[src/shared/adf_pkg.sv]
// shared constants and types for the audio dac serial front end
package adf_pkg;
  localparam int POR_CYCLES       = 1024;
  localparam int ZERO_PERIODS     = 1024;
  localparam int LOSS_BIT_PERIODS = 3;
  localparam int SAMPLE_W         = 24;
  localparam int CTRL_WORD_BITS   = 16;
  localparam int IDX_W            = 7;
  localparam int DATA_W           = 8;
  localparam int GAP_W            = 16;
  localparam int FRAME_W          = 8;
  localparam int HALF_W           = 7;

  localparam logic [6:0] IDX_FORMAT = 7'h14;
  localparam logic [6:0] IDX_FLAGS  = 7'h16;

  localparam int FMT_LSB          = 0;
  localparam int FMT_W            = 3;
  localparam int FLAG_PHASE_BIT   = 0;
  localparam int FLAG_INVERT_BIT  = 1;
  localparam int FLAG_COMBINE_BIT = 2;
  localparam int FLAG_W           = 3;

  typedef enum logic [2:0] {
    FMT_RJ24 = 3'h0,
    FMT_RJ20 = 3'h1,
    FMT_RJ18 = 3'h2,
    FMT_RJ16 = 3'h3,
    FMT_I2S  = 3'h4,
    FMT_LJ24 = 3'h5
  } adf_fmt_t;

  localparam logic [2:0] FORMAT_RST = 3'h5;
  localparam logic [2:0] FLAGS_RST  = 3'h0;

  typedef enum logic [1:0] {
    JUST_RJ  = 2'h0,
    JUST_I2S = 2'h1,
    JUST_LJ  = 2'h2
  } adf_just_t;

  typedef enum logic [1:0] {
    ST_HELD   = 2'b00,
    ST_TRAIN  = 2'b01,
    ST_LOCKED = 2'b11
  } adf_lock_t;
endpackage

[src/shared/adf_link_if.sv]
// carrier between the front end core, its control port and its zero detector
`timescale 1ns/1ps
interface adf_link_if;
  logic                                  shiftRise;
  logic                                  latchRise;
  logic                                  latchFall;
  logic                                  latchLow;
  logic                                  serialBit;
  logic                                  wrValid;
  logic [adf_pkg::IDX_W-1:0]             wrIndex;
  logic [adf_pkg::DATA_W-1:0]            wrData;
  logic [1:0]                            sampleStrobe;
  logic [1:0][adf_pkg::SAMPLE_W-1:0]     sampleData;
  logic [1:0]                            zeroDetect;

  modport core (output shiftRise, latchRise, latchFall, latchLow, serialBit,
                input wrValid, wrIndex, wrData,
                output sampleStrobe, sampleData, input zeroDetect);
  modport ctrl (input shiftRise, latchRise, latchFall, latchLow, serialBit,
                output wrValid, wrIndex, wrData);
  modport zero (input sampleStrobe, sampleData, output zeroDetect);
endinterface

[src/hw/adf_ctrl_port.sv]
// write-only three-wire control port: collects 16-bit index/data words
`timescale 1ns/1ps
module adf_ctrl_port (
  input  logic     clk,
  input  logic     sys_rst,
  adf_link_if.ctrl lnk
);
  logic [adf_pkg::CTRL_WORD_BITS-1:0] word_r;
  logic [4:0]                         bitCnt_r;
  logic                               wrValid_r;
  logic [adf_pkg::IDX_W-1:0]          wrIndex_r;
  logic [adf_pkg::DATA_W-1:0]         wrData_r;

  always_ff @(posedge clk)
  begin
    if (sys_rst)
    begin
      word_r   <= '0;
      bitCnt_r <= 5'h00;
    end
    else if (lnk.latchFall)
      bitCnt_r <= 5'h00;
    else if (lnk.shiftRise && lnk.latchLow)
    begin
      word_r <= {word_r[adf_pkg::CTRL_WORD_BITS-2:0], lnk.serialBit};
      if (bitCnt_r != 5'h1f)
        bitCnt_r <= bitCnt_r + 5'h01;
    end
  end

  // a word counts only with exactly sixteen shifts and a clear leading bit
  always_ff @(posedge clk)
  begin
    if (sys_rst)
    begin
      wrValid_r <= 1'b0;
      wrIndex_r <= '0;
      wrData_r  <= '0;
    end
    else
    begin
      wrValid_r <= lnk.latchRise && (bitCnt_r == 5'h10)
                   && !word_r[adf_pkg::CTRL_WORD_BITS-1];
      if (lnk.latchRise)
      begin
        wrIndex_r <= word_r[adf_pkg::DATA_W +: adf_pkg::IDX_W];
        wrData_r  <= word_r[adf_pkg::DATA_W-1:0];
      end
    end
  end

  assign lnk.wrValid = wrValid_r;
  assign lnk.wrIndex = wrIndex_r;
  assign lnk.wrData  = wrData_r;
endmodule // adf_ctrl_port

[src/hw/adf_zero_detect.sv]
// per-channel run length of all-zero samples
`timescale 1ns/1ps
module adf_zero_detect #(
  parameter int ZERO_PERIODS = adf_pkg::ZERO_PERIODS
) (
  input  logic     clk,
  input  logic     sys_rst,
  adf_link_if.zero lnk
);
  localparam int CW = $clog2(ZERO_PERIODS + 1);

  genvar ch;
  generate
    for (ch = 0; ch < 2; ch++)
    begin : gChan
      logic [CW-1:0] run_r;
      always_ff @(posedge clk)
      begin
        if (sys_rst)
          run_r <= '0;
        else if (lnk.sampleStrobe[ch])
        begin
          if (lnk.sampleData[ch] != '0)
            run_r <= '0;
          else if (run_r != CW'(ZERO_PERIODS))
            run_r <= run_r + 1'b1;
        end
      end
      assign lnk.zeroDetect[ch] = (run_r == CW'(ZERO_PERIODS));
    end
  endgenerate
endmodule // adf_zero_detect

[src/hw/adf_audio_front_end.sv]
// digital front end of a stereo audio dac: serial audio receiver and control
`timescale 1ns/1ps
module adf_audio_front_end #(
  parameter bit HW_VARIANT = 1'b0,
  parameter int POR_CYCLES = adf_pkg::POR_CYCLES
) (
  input  logic                         clk,
  input  logic                         sys_rst,
  input  logic                         serialBitClock,
  input  logic                         wordSelectClock,
  input  logic                         serialDataIn,
  input  logic                         controlLatchStrobe,
  input  logic                         controlShiftClock,
  input  logic                         controlSerialIn,
  input  logic                         formatSelectPin,
  input  logic                         deemphasisSelect,
  input  logic                         muteSelect,
  output logic [adf_pkg::SAMPLE_W-1:0] leftSample,
  output logic [adf_pkg::SAMPLE_W-1:0] rightSample,
  output logic                         leftSampleValid,
  output logic                         rightSampleValid,
  output logic                         processingHeld,
  output logic                         resetActive,
  output logic [adf_pkg::FMT_W-1:0]    formatField,
  output logic                         flagPolarityInvert,
  output logic                         flagCombineSelect,
  output logic                         outputPhaseReverse,
  output logic                         deemphasisOn,
  output logic                         muteOn,
  output logic                         oversample64,
  output logic                         leftZeroFlag,
  output logic                         rightZeroFlag,
  output logic                         sharedZeroFlag
);
  localparam int NPIN   = 9;
  localparam int P_BCK  = 0;
  localparam int P_WORD_SELECT_CLOCK = 1;
  localparam int P_DATA = 2;
  localparam int P_ML   = 3;
  localparam int P_MC   = 4;
  localparam int P_MD   = 5;
  localparam int P_FMT  = 6;
  localparam int P_DEEMPHASIS_SELECT = 7;
  localparam int P_MUTE = 8;
  localparam int PW     = $clog2(POR_CYCLES + 1);
  localparam int SW     = adf_pkg::SAMPLE_W;

  logic [NPIN-1:0] pinIn;
  logic [NPIN-1:0] pinLvl;
  logic [NPIN-1:0] pinRise;
  logic [NPIN-1:0] pinFall;

  assign pinIn = {muteSelect, deemphasisSelect, formatSelectPin,
                  controlSerialIn, controlShiftClock, controlLatchStrobe,
                  serialDataIn, wordSelectClock, serialBitClock};

  // every pin is foreign to clk; a level is accepted once stages two and three
  // agree, so a single sampled glitch on a clock pin never makes an edge
  genvar g;
  generate
    for (g = 0; g < NPIN; g++)
    begin : gSync
      logic s1_r;
      logic s2_r;
      logic s3_r;
      logic lvl_r;
      always_ff @(posedge clk)
      begin
        // the latch strobe idles high; resetting its stages high keeps a false
        // latch edge from following every reset
        if (sys_rst)
        begin
          s1_r  <= (g == P_ML);
          s2_r  <= (g == P_ML);
          s3_r  <= (g == P_ML);
          lvl_r <= (g == P_ML);
        end
        else
        begin
          s1_r <= pinIn[g];
          s2_r <= s1_r;
          s3_r <= s2_r;
          if (s2_r == s3_r)
            lvl_r <= s3_r;
        end
      end
      assign pinLvl[g]  = lvl_r;
      assign pinRise[g] = (s2_r == s3_r) & s3_r & ~lvl_r;
      assign pinFall[g] = (s2_r == s3_r) & ~s3_r & lvl_r;
    end
  endgenerate

  logic bckRise;
  logic lrckRise;
  logic lrckEdge;
  logic lrckLvl;

  assign bckRise  = pinRise[P_BCK];
  assign lrckRise = pinRise[P_WORD_SELECT_CLOCK];
  assign lrckEdge = pinRise[P_WORD_SELECT_CLOCK] | pinFall[P_WORD_SELECT_CLOCK];
  assign lrckLvl  = pinLvl[P_WORD_SELECT_CLOCK];

  // power-on hold
  logic [PW-1:0] porCnt_r;
  logic          porDone;

  assign porDone = (porCnt_r == PW'(POR_CYCLES));

  always_ff @(posedge clk)
  begin
    if (sys_rst)
      porCnt_r <= '0;
    else if (!porDone)
      porCnt_r <= porCnt_r + 1'b1;
  end

  // control registers
  adf_link_if lnk ();

  logic [adf_pkg::FMT_W-1:0]  formatField_r;
  logic [adf_pkg::FLAG_W-1:0] flags_r;

  always_ff @(posedge clk)
  begin
    if (sys_rst)
    begin
      formatField_r <= adf_pkg::FORMAT_RST;
      flags_r       <= adf_pkg::FLAGS_RST;
    end
    else if (lnk.wrValid && !HW_VARIANT)
    begin
      case (lnk.wrIndex)
        adf_pkg::IDX_FORMAT:
          formatField_r <= lnk.wrData[adf_pkg::FMT_LSB +: adf_pkg::FMT_W];
        adf_pkg::IDX_FLAGS:
          flags_r <= lnk.wrData[adf_pkg::FLAG_W-1:0];
        default:
          flags_r <= flags_r;
      endcase
    end
  end

  assign formatField        = formatField_r;
  assign flagPolarityInvert = !HW_VARIANT && flags_r[adf_pkg::FLAG_INVERT_BIT];
  assign flagCombineSelect  = !HW_VARIANT && flags_r[adf_pkg::FLAG_COMBINE_BIT];
  assign outputPhaseReverse = !HW_VARIANT && flags_r[adf_pkg::FLAG_PHASE_BIT];

  // format decode
  adf_pkg::adf_just_t just;
  logic [4:0]         wordBits;
  logic [4:0]         alignShift;

  always_comb
  begin
    just     = adf_pkg::JUST_LJ;
    wordBits = 5'd24;
    if (HW_VARIANT)
    begin
      if (pinLvl[P_FMT])
      begin
        just     = adf_pkg::JUST_RJ;
        wordBits = 5'd16;
      end
      else
        just = adf_pkg::JUST_I2S;
    end
    else
    begin
      case (adf_pkg::adf_fmt_t'(formatField_r))
        adf_pkg::FMT_RJ24: just = adf_pkg::JUST_RJ;
        adf_pkg::FMT_RJ20:
        begin
          just     = adf_pkg::JUST_RJ;
          wordBits = 5'd20;
        end
        adf_pkg::FMT_RJ18:
        begin
          just     = adf_pkg::JUST_RJ;
          wordBits = 5'd18;
        end
        adf_pkg::FMT_RJ16:
        begin
          just     = adf_pkg::JUST_RJ;
          wordBits = 5'd16;
        end
        adf_pkg::FMT_I2S:  just = adf_pkg::JUST_I2S;
        default:           just = adf_pkg::JUST_LJ;
      endcase
    end
  end

  assign alignShift  = 5'd24 - wordBits;

  // serial receiver
  logic [SW-1:0]              shift_r;
  logic [SW-1:0]              shiftNxt;
  logic [adf_pkg::HALF_W-1:0] halfCnt_r;
  logic [adf_pkg::HALF_W-1:0] target;
  logic                       captured_r;
  logic                       capNow;
  logic [SW-1:0]              capSrc;
  logic [adf_pkg::HALF_W-1:0] capGap;
  logic [SW-1:0]              aligned;
  logic                       halfIsLeft;

  assign shiftNxt   = {shift_r[SW-2:0], pinLvl[P_DATA]};
  assign target     = adf_pkg::HALF_W'(wordBits) + (just == adf_pkg::JUST_I2S ? 7'h01 : 7'h00);
  assign halfIsLeft = (just == adf_pkg::JUST_I2S) ? ~lrckLvl : lrckLvl;

  // right-justified words end at the word clock edge; the others start there,
  // and a half too short for the whole word is still taken at the next edge
  always_comb
  begin
    capNow = 1'b0;
    capSrc = shift_r;
    capGap = 7'h00;
    if (lrckEdge)
    begin
      if (just == adf_pkg::JUST_RJ)
        capNow = 1'b1;
      else if (!captured_r)
      begin
        capNow = 1'b1;
        if (halfCnt_r < target)
          capGap = target - halfCnt_r;
      end
    end
    else if (bckRise && just != adf_pkg::JUST_RJ && !captured_r
             && (halfCnt_r + 7'h01) == target)
    begin
      capNow = 1'b1;
      capSrc = shiftNxt;
    end
  end

  assign aligned = (capSrc << capGap) << alignShift;

  always_ff @(posedge clk)
  begin
    if (sys_rst)
    begin
      shift_r    <= '0;
      halfCnt_r  <= '0;
      captured_r <= 1'b0;
    end
    else if (lrckEdge)
    begin
      halfCnt_r  <= '0;
      captured_r <= 1'b0;
    end
    else
    begin
      if (bckRise)
      begin
        shift_r <= shiftNxt;
        if (halfCnt_r != '1)
          halfCnt_r <= halfCnt_r + 1'b1;
      end
      if (capNow)
        captured_r <= 1'b1;
    end
  end

  // lock monitor: bit clock stall and frame length
  logic [adf_pkg::GAP_W-1:0]   bckGap_r;
  logic [adf_pkg::GAP_W-1:0]   bckPeriod_r;
  logic [adf_pkg::GAP_W+1:0]   lossLimit;
  logic [adf_pkg::FRAME_W-1:0] frameBits_r;
  logic [adf_pkg::FRAME_W-1:0] lastFrame_r;
  logic                        bckStall;
  logic                        lossNow;
  adf_pkg::adf_lock_t          lockState_r;

  assign lossLimit = (adf_pkg::GAP_W + 2)'(bckPeriod_r * adf_pkg::LOSS_BIT_PERIODS);
  assign bckStall  = (bckPeriod_r != '0) && ({2'b00, bckGap_r} >= lossLimit);
  assign lossNow   = bckStall || (frameBits_r == '1);

  always_ff @(posedge clk)
  begin
    if (sys_rst)
    begin
      bckGap_r    <= '0;
      bckPeriod_r <= '0;
    end
    else if (bckRise)
    begin
      bckPeriod_r <= bckGap_r + 1'b1;
      bckGap_r    <= '0;
    end
    else if (bckGap_r != '1)
      bckGap_r <= bckGap_r + 1'b1;
  end

  always_ff @(posedge clk)
  begin
    if (sys_rst)
    begin
      frameBits_r <= '0;
      lastFrame_r <= '0;
    end
    else if (lrckRise)
    begin
      lastFrame_r <= frameBits_r;
      frameBits_r <= '0;
    end
    else if (bckRise && frameBits_r != '1)
      frameBits_r <= frameBits_r + 1'b1;
  end

  // one clean frame after the first word clock rise is enough to resume,
  // which keeps recovery under three sample periods
  always_ff @(posedge clk)
  begin
    if (sys_rst)
      lockState_r <= adf_pkg::ST_HELD;
    else
    begin
      case (lockState_r)
        adf_pkg::ST_HELD:
          if (porDone && !lossNow && lrckRise)
            lockState_r <= adf_pkg::ST_TRAIN;
        adf_pkg::ST_TRAIN:
          if (lossNow)
            lockState_r <= adf_pkg::ST_HELD;
          else if (lrckRise)
            lockState_r <= adf_pkg::ST_LOCKED;
        adf_pkg::ST_LOCKED:
          if (lossNow || (lrckRise && frameBits_r != lastFrame_r))
            lockState_r <= adf_pkg::ST_HELD;
        default:
          lockState_r <= adf_pkg::ST_HELD;
      endcase
    end
  end

  // holding registers; mid-scale zero whenever processing is not running
  logic          running;
  logic [SW-1:0] leftSample_r;
  logic [SW-1:0] rightSample_r;
  logic          leftValid_r;
  logic          rightValid_r;

  assign running = porDone && (lockState_r == adf_pkg::ST_LOCKED);

  always_ff @(posedge clk)
  begin
    if (sys_rst || !running)
    begin
      leftSample_r  <= '0;
      rightSample_r <= '0;
      leftValid_r   <= 1'b0;
      rightValid_r  <= 1'b0;
    end
    else
    begin
      leftValid_r  <= capNow && halfIsLeft;
      rightValid_r <= capNow && !halfIsLeft;
      if (capNow && halfIsLeft)
        leftSample_r <= aligned;
      if (capNow && !halfIsLeft)
        rightSample_r <= aligned;
    end
  end

  assign leftSample       = leftSample_r;
  assign rightSample      = rightSample_r;
  assign leftSampleValid  = leftValid_r;
  assign rightSampleValid = rightValid_r;
  assign processingHeld   = (lockState_r != adf_pkg::ST_LOCKED);
  assign resetActive      = !porDone;

  // control port and zero detection
  assign lnk.shiftRise    = pinRise[P_MC];
  assign lnk.latchRise    = pinRise[P_ML];
  assign lnk.latchFall    = pinFall[P_ML];
  assign lnk.latchLow     = ~pinLvl[P_ML];
  assign lnk.serialBit    = pinLvl[P_MD];
  assign lnk.sampleStrobe = {rightValid_r, leftValid_r};
  assign lnk.sampleData   = {rightSample_r, leftSample_r};

  adf_ctrl_port u_ctrl (
    .clk     (clk),
    .sys_rst (sys_rst),
    .lnk     (lnk.ctrl)
  );

  adf_zero_detect u_zero (
    .clk     (clk),
    .sys_rst (sys_rst),
    .lnk     (lnk.zero)
  );

  logic bothZero;
  logic leftZero_r;
  logic rightZero_r;
  logic sharedZero_r;
  logic deemphasis_select_r;
  logic mute_r;

  assign bothZero = lnk.zeroDetect[0] & lnk.zeroDetect[1];

  always_ff @(posedge clk)
  begin
    if (sys_rst)
    begin
      leftZero_r   <= 1'b0;
      rightZero_r  <= 1'b0;
      sharedZero_r <= 1'b0;
      deemphasis_select_r       <= 1'b0;
      mute_r       <= 1'b0;
    end
    else
    begin
      leftZero_r   <= (flagCombineSelect ? bothZero : lnk.zeroDetect[0])
                      ^ flagPolarityInvert;
      rightZero_r  <= (flagCombineSelect ? bothZero : lnk.zeroDetect[1])
                      ^ flagPolarityInvert;
      sharedZero_r <= bothZero;
      deemphasis_select_r       <= HW_VARIANT && pinLvl[P_DEEMPHASIS_SELECT];
      mute_r       <= HW_VARIANT && pinLvl[P_MUTE];
    end
  end

  assign leftZeroFlag   = leftZero_r;
  assign rightZeroFlag  = rightZero_r;
  assign sharedZeroFlag = sharedZero_r;
  assign deemphasisOn   = deemphasis_select_r;
  assign muteOn         = mute_r;
  // the modulator rate is fixed; there is no second rate in this front end
  assign oversample64   = 1'b1;
endmodule // adf_audio_front_end

[config.mk]
export PLATFORM = sky130hd
export DESIGN_NAME = adf_audio_front_end
export DESIGN_NICKNAME = d
export VERILOG_FILES = /design/src/shared/adf_pkg.sv /design/src/shared/adf_link_if.sv /design/src/hw/adf_ctrl_port.sv /design/src/hw/adf_zero_detect.sv /design/src/hw/adf_audio_front_end.sv
export SDC_FILE = /design/constraint.sdc
export NUM_CORES = 1
export LEC_CHECK = 0
export BUFFER_PORTS_ARGS = -buffer_cell sky130_fd_sc_hd__buf_2
export CAP_MARGIN = 25
export CORE_MARGIN = 5
export CORE_UTILIZATION = 30
export CTS_CLUSTER_SIZE = 10
export DETAILED_ROUTE_END_ITERATION = 16
export SYNTH_ARGS = -nofsm -noshare
export SYNTH_HDL_FRONTEND = slang
export SYNTH_HIERARCHICAL = 1
export SYNTH_SLANG_ARGS = --single-unit
[constraint.sdc]
create_clock -name clk -period 5 [get_ports clk]
set_input_delay 0.25 -clock clk [delete_from_list [all_inputs] [get_ports clk]]
set_output_delay 0.25 -clock clk [all_outputs]
set_load 0.01 [all_outputs]
==> impl_metrics.yaml <==
critical_path:
  cp_slowest_stage_delay_ns: 0.49
  startpoint: "formatField[0]"
  cp_max_fo: 11
  path_delay_family: "compound AO/OA/AOI/OAI gates"
  cp.arrival_ns: 5.15
  path_buf_inv: 2
  critPathKind: "flop to flop"
  cp-end-kind: "flop"
  crit_required_ns: 5.45
  cpMaxStageDelayCell: "or3b_2"
  ff2ff_setup_slack_ns: 0.31
  r2r_end: "leftSample[22]"
  worstPathCellList: "or3b_2, inv_1, ha_1, nand4b_1, or4_4, a32o_2, nand2_1, buf_4, a222oi_1, a31o_1, a21oi_1, a22oi_1, mux2_2, mux2i_1, a211oi_2, a211oi_1"
  rr_startpoint: "formatField[0]"
  startpoint_type: "flop"
  r2r_cells: 16
logic_synthesis:
  yosys_warnings: 6
  synth_cells: 1640
  syn_avg_cell_area_um2: 8.217
  syn-cell-area_um2: 13480
die:
  die-area_um2: 49260
  chipWidth_um: 221.9
  die_y_um: 221.9
  pin_count: 75
  core_area_um2: 44320
  start_util_pct: 30.41
  rows: 77
cts:
  numCtsBuffers: 27
  clk_pin_slew_ns: 0.05
  h-tree-depth: 1
  cts_resized: 0
  clk_path_buf_depth: 3
  cts_tree: "done"
  cts_setup_buffers: 0
  clock_latency_ns: 0.55
  hold_buffers: 6
  clock_sinks: 230
  cts_root_buf: "clkbuf_16"
timing:
  fin_crit_ns: 4.694
  whs_ns: 0.2581
  fmax_ghz: 0.2130
  relSlewSlack_pct: 32.51
  rsz0062_at_grt: "no"
  tightest_slew_ns: 1.008
  hold_viol_final: 0
  slew_violations: 0
  finalSetupViolCount: 0
  setup_tns_ns: 0
  fin_crit_sh_pct: 93.88
  skew_ns: 0.01564
layout:
  syn_to_final_growth_pct: 11.38
  fin_cells: 2272
  drive_above_1_share_pct: 11.49
  layout.nets: 1749
  n_antenna_cell: 0
  fill_cells: 4646
power:
  p_per_area_nw_per_um2: 250.4
  peakVddDrop_mv: 0.2415
  pwr-share-comb_pct: 4.3
  p_leak_nw: 5.522
  net-switching-power_mw: 0.8487
  seqPwrFrac_pct: 50.4
  internal_power_mw: 2.909
  clockPowerShare_pct: 45.4
  swShare_pct: 22.58
routing:
  ant_nets: 0
  vias_per_cell: 5.217
  dr_total_vias: 11850
  routedWlPerCell_um: 14.98
  dr.pass1.iters: 8
  routed_wl_um: 34040
  drtIter0Drc: 912
  drcViolationCount: 0
worst_hold_path:
  min_to: "leftZeroFlag"
  hold_path.startpoint: "sys_rst"
  hp-class: "primary input to flop"
  min_path_cells: 2
outcome:
  outcome: "finished clean"
place:
  gp_congestion: 0.8836
  dp.final_hpwl_um: 24640
  dp_cells: 2231
  io_buffers: 68
global_routing:
  overflow: 0
  grt_pass1_vias: 11020
  grt_start_max_net_pins: 83
  antenna_found_initial: 0
  grt.total_usage_pct: 13.04
  grt_pass1_wl_um: 56210
flow_run:
  drv_cap: 0
## placed cells by master, fill, tap and decap left out, types with 6 or more instances in the layout
cell and instances:
o311ai_1 8, and3_1 25, a211oi_1 42, xnor2_1 43, o21ai_1 7, buf_4 26, o21ai_0 37, nand3_1 62
xor2_1 27, a22oi_1 6, nor2_1 163, dfxtp_1 230, a21o_1 13, and4_1 6, or3_1 17, mux2i_1 46
nor2b_1 28, mux4_2 9, buf_2 67, nor3_1 34, nand2b_1 8, dlygate4sd3_1 6, clkbuf_16 27, o21a_1 7
a21oi_1 138, and2_1 7, nor4_1 19, nand2_1 224, inv_1 60, nand4_1 31, nor4b_1 6, ha_1 62
a31oi_1 16, o211ai_1 17
## cell type report
type	instances	area, um^2	area share [%]
Clock buffer	33	708.2	4.718
Clock inverter	2	25.02	0.1667
Inverter	63	237.7	1.584
Multi-Input combinational cell	1253	8103	53.98
Sequential cell	230	4604	30.68
Tap cell	592	740.7	4.935
Timing Repair Buffer	99	590.6	3.935
## worst register-to-register path, cell delays in order, from the launching register on
cell and delay (ns):
dfxtp_1 0.44, or3b_2 0.50, inv_1 0.07, ha_1 0.23, nand4b_1 0.23, or4_4 0.49, a32o_2 0.29, nand2_1 0.28
buf_4 0.26, a222oi_1 0.12, a31o_1 0.27, a21oi_1 0.24, a22oi_1 0.18, mux2_2 0.35, mux2i_1 0.26, a211oi_2 0.15
a211oi_1 0.25
## through the flow
stage          worst slack (ns)  utilization (%)  power, mW  instance area, um^2
2_1_floorplan            0.6312                -      2.049                13480
3_3_place_gp             0.4389            32.08      2.083                14220
3_5_place_dp             0.3525            32.08      2.089                14220
5_1_grt                0.008429            33.87      3.915                15010
4_1_cts                  0.3240            33.87      3.823                15010
6_report                 0.3058            33.87      3.758                15010
## layer usage
metal | vias to the layer above | global-route usage, % | part of all wire, %
li1 | 5926 | - | -
met1 | 5567 | 18.53 | 48
met2 | 314 | 20.95 | 45
met3 | 46 | 2.065 | 5.4
met4 | 0 | 2.863 | 1.9
met5 | - | 0 | 0
## registers in the layout, indices dropped and copies added, names as in the netlist, 7 cells and up
name                count
bckGap_r               16
bckPeriod_r            16
frameBits_r             8
halfCnt_r               7
lastFrame_r             8
leftSample             24
porCnt_r               11
rightSample            24
shift_r                24
u_ctrl/lnk.wrIndex      7
u_ctrl/word_r          16
u_zero/gChan.run_r     22
## power groups by stage
| stage | clock (mW) | sequential (mW) | combinational [mW] |
|---|---|---|---|
| finish | 1.70 | 1.89 | 0.160 |
| global route | 1.84 | 1.90 | 0.180 |
| CTS | 1.77 | 1.89 | 0.161 |
| detailed placement | 0 | 1.93 | 0.157 |
| global placement | 0 | 1.93 | 0.152 |
| floorplan | 0 | 1.92 | 0.126 |
## how the worst max path moves through the flow
stage	cells past startpoint	end	slack, ns
after floorplan	17	rightSample[15]	0.63
after global placement	16	leftSample[22]	0.44
after detailed placement	16	leftSample[22]	0.35
after CTS	16	leftSample[22]	0.32
after global routing	16	leftSample[22]	0.008
final	16	leftSample[22]	0.31
Note: power is estimated with default switching activity, not from simulation.
